### src/btsd_pkg.sv
// Package for the bit-test-and-skip decoder: opcodes, field layout,
// address mapping constants and carrier structs.
// Assumes a single core clock domain; no register bus.
package btsd_pkg;

  // Opcode in the top nibble of the instruction word
  localparam logic [3:0] OPC_SKIP_IF_CLEAR = 4'hb;
  localparam logic [3:0] OPC_SKIP_IF_SET = 4'ha;

  // Field positions of the 16-bit instruction word
  localparam int OPC_MSB = 15;
  localparam int OPC_LSB = 12;
  localparam int BIT_MSB = 11;
  localparam int BIT_LSB = 9;
  localparam int ACC_POS = 8;
  localparam int REG_MSB = 7;
  localparam int REG_LSB = 0;

  // Access bank split and literal-offset limit
  localparam logic [7:0] LIT_OFS_MAX = 8'h5f;
  localparam logic [7:0] ACC_BANK_SPLIT = 8'h60;
  localparam logic [3:0] ACC_HIGH_BANK = 4'hf;
  localparam logic [3:0] ACC_LOW_BANK = 4'h0;

  // No-operation word placed in the flushed slot
  localparam logic [15:0] NO_OPERATION_WORD = 16'h0000;

  // Reset values
  localparam logic [11:0] ADDR_RST = 12'h000;
  localparam logic [15:0] INSN_RST = 16'h0000;

  // Decoded fields of one instruction
  typedef struct packed {
    logic is_clear;
    logic is_set;
    logic [2:0] bit_idx;
    logic access;
    logic [7:0] reg_addr;
  } btsd_dec_t;

  // Data memory request toward the register file
  typedef struct packed {
    logic valid;
    logic indexed;
    logic [11:0] addr;
  } btsd_mem_req_t;

endpackage

### src/btsd_field_dec.sv
// Pure field decoder for the bit-test instruction word.
// Assumes the word is stable while insn_valid is high.
`timescale 1ns/1ps
module btsd_field_dec (
  input wire logic [15:0] insn,
  input wire logic insn_valid,
  output btsd_pkg::btsd_dec_t dec
);

  // Split word into opcode, bit index, access bit, address
  always_comb begin
    dec.is_clear = insn_valid &&
      (insn[btsd_pkg::OPC_MSB:btsd_pkg::OPC_LSB] ==
       btsd_pkg::OPC_SKIP_IF_CLEAR); // [RULE1] [RULE6]
    dec.is_set = insn_valid &&
      (insn[btsd_pkg::OPC_MSB:btsd_pkg::OPC_LSB] ==
       btsd_pkg::OPC_SKIP_IF_SET); // [RULE2] [RULE6]
    dec.bit_idx = insn[btsd_pkg::BIT_MSB:btsd_pkg::BIT_LSB]; // [RULE6]
    dec.access = insn[btsd_pkg::ACC_POS]; // [RULE6]
    dec.reg_addr = insn[btsd_pkg::REG_MSB:btsd_pkg::REG_LSB]; // [RULE6]
  end

endmodule // btsd_field_dec

### src/btsd_decoder.sv
// Decode and execute logic for the two bit-test-and-skip instructions.
// Assumes the core presents one instruction word per enabled cycle and
// returns the addressed data byte in the same cycle as the memory request.
// Tests that arrive while one is in flight are ignored, not queued, so
// the core must space them two enabled cycles apart, three after a skip.
//
// Notes on behaviour
// [RULE1] Top nibble 1011 is skip-if-clear; skip when tested bit is 0.
// [RULE2] Top nibble 1010 is skip-if-set; skip when tested bit is 1.
// [RULE3] On skip, flush the prefetched word, run a no-operation cycle.
// [RULE4] Access bit 0 targets access bank; 1 uses bank select pointer.
// [RULE5] Access 0 with extended set and address <= 5Fh uses indexed mode.
// [RULE6] Word is opcode, bit index, access bit, address; no flags change.
`timescale 1ns/1ps
module btsd_decoder #(
  parameter int BANK_W = 4
) (
  input wire logic mclk,
  input wire logic nrst,
  input wire logic clk_en,
  input wire logic [15:0] insn,
  input wire logic insn_valid,
  input wire logic [BANK_W-1:0] bank_select_pointer,
  input wire logic ext_insn_en,
  input wire logic [11:0] index_base,
  input wire logic [7:0] mem_rdata,
  output btsd_pkg::btsd_mem_req_t mem_req,
  output logic test_busy,
  output logic skip_taken,
  output logic flush_prefetch,
  output logic no_operation,
  output logic [15:0] exec_insn
);

  typedef enum logic [1:0] {
    BTSD_IDLE,
    BTSD_TEST,
    BTSD_NOP
  } btsd_state_t;

  btsd_state_t state_q;
  btsd_pkg::btsd_dec_t dec;
  logic is_clear_q;
  logic [2:0] bit_idx_q;
  logic [11:0] addr_d;
  logic indexed_d;
  logic skip_d;
  logic take_d;
  logic skip_now;

  btsd_field_dec u_dec (
    .insn(insn),
    .insn_valid(insn_valid),
    .dec(dec)
  );

  // True for either bit-test opcode in the decoded word
  function automatic logic btsd_is_test(
    input btsd_pkg::btsd_dec_t d
  );
    return d.is_clear || d.is_set; // [RULE1] [RULE2]
  endfunction

  // Literal-offset window: access bank, extended set, low address
  function automatic logic btsd_is_lit_ofs(
    input logic access,
    input logic ext_en,
    input logic [7:0] f
  );
    return !access && ext_en && (f <= btsd_pkg::LIT_OFS_MAX); // [RULE5]
  endfunction

  // Tested bit against the polarity of the opcode
  function automatic logic btsd_skip_due(
    input logic clear_op,
    input logic [7:0] data,
    input logic [2:0] idx
  );
    logic b;
    b = data[idx];
    return clear_op ? !b : b; // [RULE1] [RULE2]
  endfunction

  // Bank choice for an 8-bit operand address
  function automatic logic [11:0] btsd_map_addr(
    input logic access,
    input logic ext_en,
    input logic [7:0] f,
    input logic [BANK_W-1:0] bank,
    input logic [11:0] base
  );
    logic [11:0] r;
    logic [12:0] sum;
    r = {bank[3:0], f}; // Banked access by default
    sum = {1'b0, base} + {5'h00, f};
    if (btsd_is_lit_ofs(access, ext_en, f)) begin
      // Carry out of the 4K data space is dropped on purpose
      r = sum[11:0]; // Literal offset from index base
    end else if (!access && (f < btsd_pkg::ACC_BANK_SPLIT)) begin
      r = {btsd_pkg::ACC_LOW_BANK, f};
    end else if (!access) begin
      r = {btsd_pkg::ACC_HIGH_BANK, f};
    end
    return r;
  endfunction

  // Operand address for the incoming test
  always_comb begin
    addr_d = btsd_map_addr(dec.access, ext_insn_en, dec.reg_addr,
      bank_select_pointer, index_base); // [RULE4] [RULE5]
    indexed_d = btsd_is_lit_ofs(dec.access, ext_insn_en,
      dec.reg_addr); // [RULE5]
  end

  // Skip decision from returned data byte
  always_comb begin
    skip_d = btsd_skip_due(is_clear_q, mem_rdata,
      bit_idx_q); // [RULE1] [RULE2]
  end

  // Acceptance and skip strobes shared by several processes
  always_comb begin
    take_d = (state_q == BTSD_IDLE) &&
      btsd_is_test(dec); // [RULE1] [RULE2]
    skip_now = (state_q == BTSD_TEST) && skip_d; // [RULE3]
  end

  // Sequencer: idle, test, optional no-operation slot
  always_ff @(posedge mclk or negedge nrst) begin
    if (!nrst) begin
      state_q <= BTSD_IDLE;
    end else if (clk_en) begin
      case (state_q)
        BTSD_IDLE: begin
          // Only an idle sequencer accepts; later tests are dropped
          if (take_d) begin
            state_q <= BTSD_TEST;
          end
        end
        BTSD_TEST: begin
          state_q <= skip_d ? BTSD_NOP : BTSD_IDLE; // [RULE3]
        end
        BTSD_NOP: begin
          // Flushed slot; the word on insn is not decoded here
          state_q <= BTSD_IDLE;
        end
        default: begin
          state_q <= BTSD_IDLE;
        end
      endcase
    end
  end

  // Latch test fields while the sequencer is idle
  // Loaded every idle cycle; only the accepted word's copy is used
  always_ff @(posedge mclk or negedge nrst) begin
    if (!nrst) begin
      is_clear_q <= 1'b0;
      bit_idx_q <= 3'h0;
    end else if (clk_en && state_q == BTSD_IDLE) begin
      is_clear_q <= dec.is_clear;
      bit_idx_q <= dec.bit_idx;
    end
  end

  // Memory read request, one cycle long
  // Address follows every enabled cycle; only valid qualifies it
  always_ff @(posedge mclk or negedge nrst) begin
    if (!nrst) begin
      mem_req <= '{valid: 1'b0, indexed: 1'b0, addr: btsd_pkg::ADDR_RST};
    end else if (clk_en) begin
      mem_req.valid <= take_d; // [RULE1] [RULE2]
      mem_req.indexed <= indexed_d;
      mem_req.addr <= addr_d; // [RULE4]
    end
  end

  // Acceptance pulse, one enabled cycle per taken test
  always_ff @(posedge mclk or negedge nrst) begin
    if (!nrst) begin
      test_busy <= 1'b0;
    end else if (clk_en) begin
      test_busy <= take_d; // [RULE1] [RULE2]
    end
  end

  // Skip pulse; status flags are never touched by this block
  always_ff @(posedge mclk or negedge nrst) begin
    if (!nrst) begin
      skip_taken <= 1'b0;
    end else if (clk_en) begin
      skip_taken <= skip_now; // [RULE1] [RULE2] [RULE6]
    end
  end

  // Fetch unit drops the word it prefetched during the test
  always_ff @(posedge mclk or negedge nrst) begin
    if (!nrst) begin
      flush_prefetch <= 1'b0;
    end else if (clk_en) begin
      flush_prefetch <= skip_now; // [RULE3]
    end
  end

  // No-operation marker for the slot the flushed word would have used
  always_ff @(posedge mclk or negedge nrst) begin
    if (!nrst) begin
      no_operation <= 1'b0;
    end else if (clk_en) begin
      no_operation <= skip_now; // [RULE3]
    end
  end

  // Executed word: the prefetched one, or a no-operation in its place,
  // so a taken skip costs exactly one extra cycle
  always_ff @(posedge mclk or negedge nrst) begin
    if (!nrst) begin
      exec_insn <= btsd_pkg::INSN_RST;
    end else if (clk_en) begin
      exec_insn <= skip_now ?
        btsd_pkg::NO_OPERATION_WORD : insn; // [RULE3] [RULE6]
    end
  end

endmodule // btsd_decoder

### config.mk
export PLATFORM = sky130hd
export DESIGN_NAME = btsd_decoder
export DESIGN_NICKNAME = d
export VERILOG_FILES = /design/src/btsd_pkg.sv /design/src/btsd_field_dec.sv /design/src/btsd_decoder.sv
export SDC_FILE = /design/constraint.sdc
export NUM_CORES = 1
export LEC_CHECK = 0
export ABC_AREA = 1
export BUFFER_PORTS_ARGS = -buffer_cell sky130_fd_sc_hd__buf_2
export CAP_MARGIN = 10
export CELL_PAD_IN_SITES_DETAIL_PLACEMENT = 2
export CELL_PAD_IN_SITES_GLOBAL_PLACEMENT = 2
export CORE_AREA = 3 3 95 97
export CTS_CLUSTER_DIAMETER = 80
export CTS_CLUSTER_SIZE = 20
export DETAILED_ROUTE_END_ITERATION = 6
export DIE_AREA = 0 0 98 100
export PLACE_DENSITY_LB_ADDON = 0.05
export SLEW_MARGIN = 10
export SYNTH_ARGS = -nofsm -noshare
export SYNTH_HDL_FRONTEND = slang
export SYNTH_SLANG_ARGS = --single-unit
### constraint.sdc
create_clock -name mclk -period 3.9 [get_ports mclk]
set_input_delay 0.39 -clock mclk [delete_from_list [all_inputs] [get_ports mclk]]
set_output_delay 0.39 -clock mclk [all_outputs]
set_load 0.01 [all_outputs]
==> impl_metrics.csv <==
group,metric,value,unit
outcome,status,"finished clean",
cts,cts-buffers-inserted,5,
final_layout,final_common_cell,"nand2_1",
placed_design,postPlaceCellArea,0.002739,mm^2
synthesis,synth.avg_cell_area,6.872,um^2
setup_path,critPathRequiredTime,4.12,ns
floorplanning,start_util,27.68,%
routing,drt_pass1_iterations,4,
floorplanning,boundaryPins,79,
cts,cts-root-buf,"clkbuf_8",
run,cap_violations,0,
final_layout,design_area,0.002855,mm^2
final_layout,areaGrowthSynthToFinish,25.52,%
setup_path,crit_arrival,2.15,ns
routing,ant_nets,0,
power_and_ir_drop,p_seq_share,42.6,%
routing,drcViolationCount,0,
routing,wl_per_cell,14.71,um
placed_design,hpwl,6087,um
synthesis,synth_cells,331,
timing,max_freq,517.5,MHz
cts,cts_max_level,2,
global_routing,antenna_found_initial,0,
global_routing,grt_pass1_wl,12710,um
floorplanning,row_count,33,
setup_path,crit_path_end_kind,"flip-flop",
power_and_ir_drop,p_leak,1.713,nW
synthesis,synth_cell_types,29,
final_layout,antenna_cells,0,
synthesis,syn_area,0.002275,mm^2
floorplanning,die_h,100,um
global_routing,grt_max_degree,38,
global_routing,track_usage,16.12,%
timing,tightestPinTransition,0.9170,ns
placed_design,gp_congestion,0.7676,
timing,tns,0,ns
cts,cts_tree,"done",
placed_design,io_buffers,78,
power_and_ir_drop,pwr-share-comb,24.3,%
final_layout,utilization,34.75,%
global_routing,grt-ovfl-total,0,
power_and_ir_drop,power.switching,0.3197,mW
routing,num_vias,2371,
final_layout,layout_common_cells,"138 x nand2_1, 78 x buf_2, 45 x inv_1",
power_and_ir_drop,power_density,366.5,mW/mm^2
cts,cts_hold_buf,0,
floorplanning,core,0.008217,mm^2
floorplanning,die_x,98,um
timing,clock_skew,0.006139,ns
cts,clk-insertion-delay-late,0.29,ns
floorplanning,die_area,0.009800,mm^2
synthesis,synth.top_cells.by_area,"dfrtp_1 41%, nand2_1 23%, inv_1 7.4%",
power_and_ir_drop,intPower,0.7267,mW
synthesis,syn_nets,385,
final_layout,drive_gt1_share,22.36,%
cts,clk_pin_slew,0.07,ns
cts,cts_resized,0,
synthesis,yosysTopAreaCell,"dfrtp_1",
timing,relSlewSlack,38.80,%
routing,viasPerCell,4.631,
timing,period_share,49.54,%
final_layout,num-fill-cells,1047,
setup_path,start_kind,"input pin",
global_routing,grt_pass1_vias,2581,
cts,cts_setup_buffers,0,
timing,period_minus_slack,1.932,ns
cts,clockBufferDepth,2,
timing,hold_violations,0,
power_and_ir_drop,vdd_drop_max,0.1057,mV
final_layout,nets,460,
synthesis,synth_top_area_share,40.70,%
timing,drv_slew,0,
synthesis,yosysWarningCount,0,
timing,setup_viol,0,
synthesis,ys_seq_area_share,40.70,%
setup_path,crit_type,"in -> reg",
cts,clock_sinks,37,
timing,finalHoldWorstSlack,0.1991,ns
routing,wl,7533,um
hold_path,hp-class,"in -> async",
power_and_ir_drop,p_clk_share,33.1,%
power_and_ir_drop,power.share.switching,30.55,%
routing,drtIter0Drc,65,
synthesis,ys_ff_latch,37,
timing,rsz0062_at_grt,"false",
setup_path,worst-path-max-fanout,29,
[power by group through the flow]
stage                     clock network (mW)  logic [mW]  registers, mW
after detailed placement                   0       0.260          0.455
after global routing                   0.374       0.296          0.452
after CTS                              0.357       0.261          0.448
final                                  0.346       0.254          0.446
after floorplan                            0       0.133          0.466
after global placement                     0       0.253          0.454
[cell families after synthesis]
group           Yosys count  share of synthesized area [%]
simple gates            195                          35.31
buf+inv                  56                          10.12
flops                    37                          40.70
compound gates           32                          7.811
fa+ha+maj                 9                          5.281
xor+xnor                  2                         0.7702
[state kept, by name, summed over array words and instances (netlist names)]
register        count
flush_prefetch      1
mem_req            13
state_q             2
bit_idx_q           3
exec_insn          16
is_clear_q          1
test_busy           1
[synthesized netlist by cell type]
library cell / number
ha_1: 8
fa_1: 1
o21bai_1: 1
xor2_1: 1
buf_4: 3
nand4_1: 6
nor2_2: 1
a21o_1: 1
nand3b_1: 2
nand3_2: 1
buf_2: 1
dfrtp_1: 37
inv_1: 45
nand3_4: 1
nor2_1: 27
clkbuf_1: 3
a21boi_0: 1
xnor2_1: 1
nand3_1: 17
nand2_2: 1
a22oi_1: 2
buf_1: 2
o21ai_0: 11
o22ai_1: 4
nand2_1: 138
or2_2: 1
inv_2: 1
buf_6: 1
a21oi_1: 12
[critical path: stages]
cell,delay [ns]
buf_2,0.39
inv_1,0.55
nor2_2,0.48
inv_1,0.12
nand2_1,0.07
o21ai_0,0.08
nand2_1,0.07
[area by class of cell]
type	instances	area [um^2]	share of cell area, %
sequential	37	925.9	32.43
timing repair buffer	78	390.4	13.67
tap	105	131.4	4.601
inverter	46	172.7	6.047
clock inverter	1	30.03	1.052
clock buffer	7	86.33	3.024
multi-input combinational	238	1119	39.18
[path summary, 6_finish.rpt]
path	start	to	slack [ns]	cells past startpoint
min in group mclk	insn[11]	bit_idx_q[2]	0.31	3
worst min-delay path	nrst	exec_insn[10]	0.20	1
worst max register to register	bit_idx_q[0]	exec_insn[9]	2.38	7
max in group asynchronous	nrst	mem_req[8]	3.14	1
worst max-delay path	clk_en	mem_req[7]	1.97	7
worst min register to register	exec_insn[3]	exec_insn[3]	0.48	2
[per-stage QoR]
step                      instances  worst slack (ns)  power [mW]
after floorplan                 331             2.285      0.5989
after global placement          504             1.653      0.7073
after detailed placement        504             1.612      0.7149
after CTS                       512             1.907       1.066
after global routing            512             1.728       1.122
final                           512             1.968       1.046
[metal layers]
metal	share of wire [%]	wire (um)	up-vias	GRT usage (%)
met5	0	0	-	0
met2	53	3956	50	30.42
met4	0.70	53	0	3.195
met3	4.0	304	4	2.849
met1	43	3219	1148	19.17
li1	-	-	1169	-
Note: power is estimated with default switching activity, not from simulation.
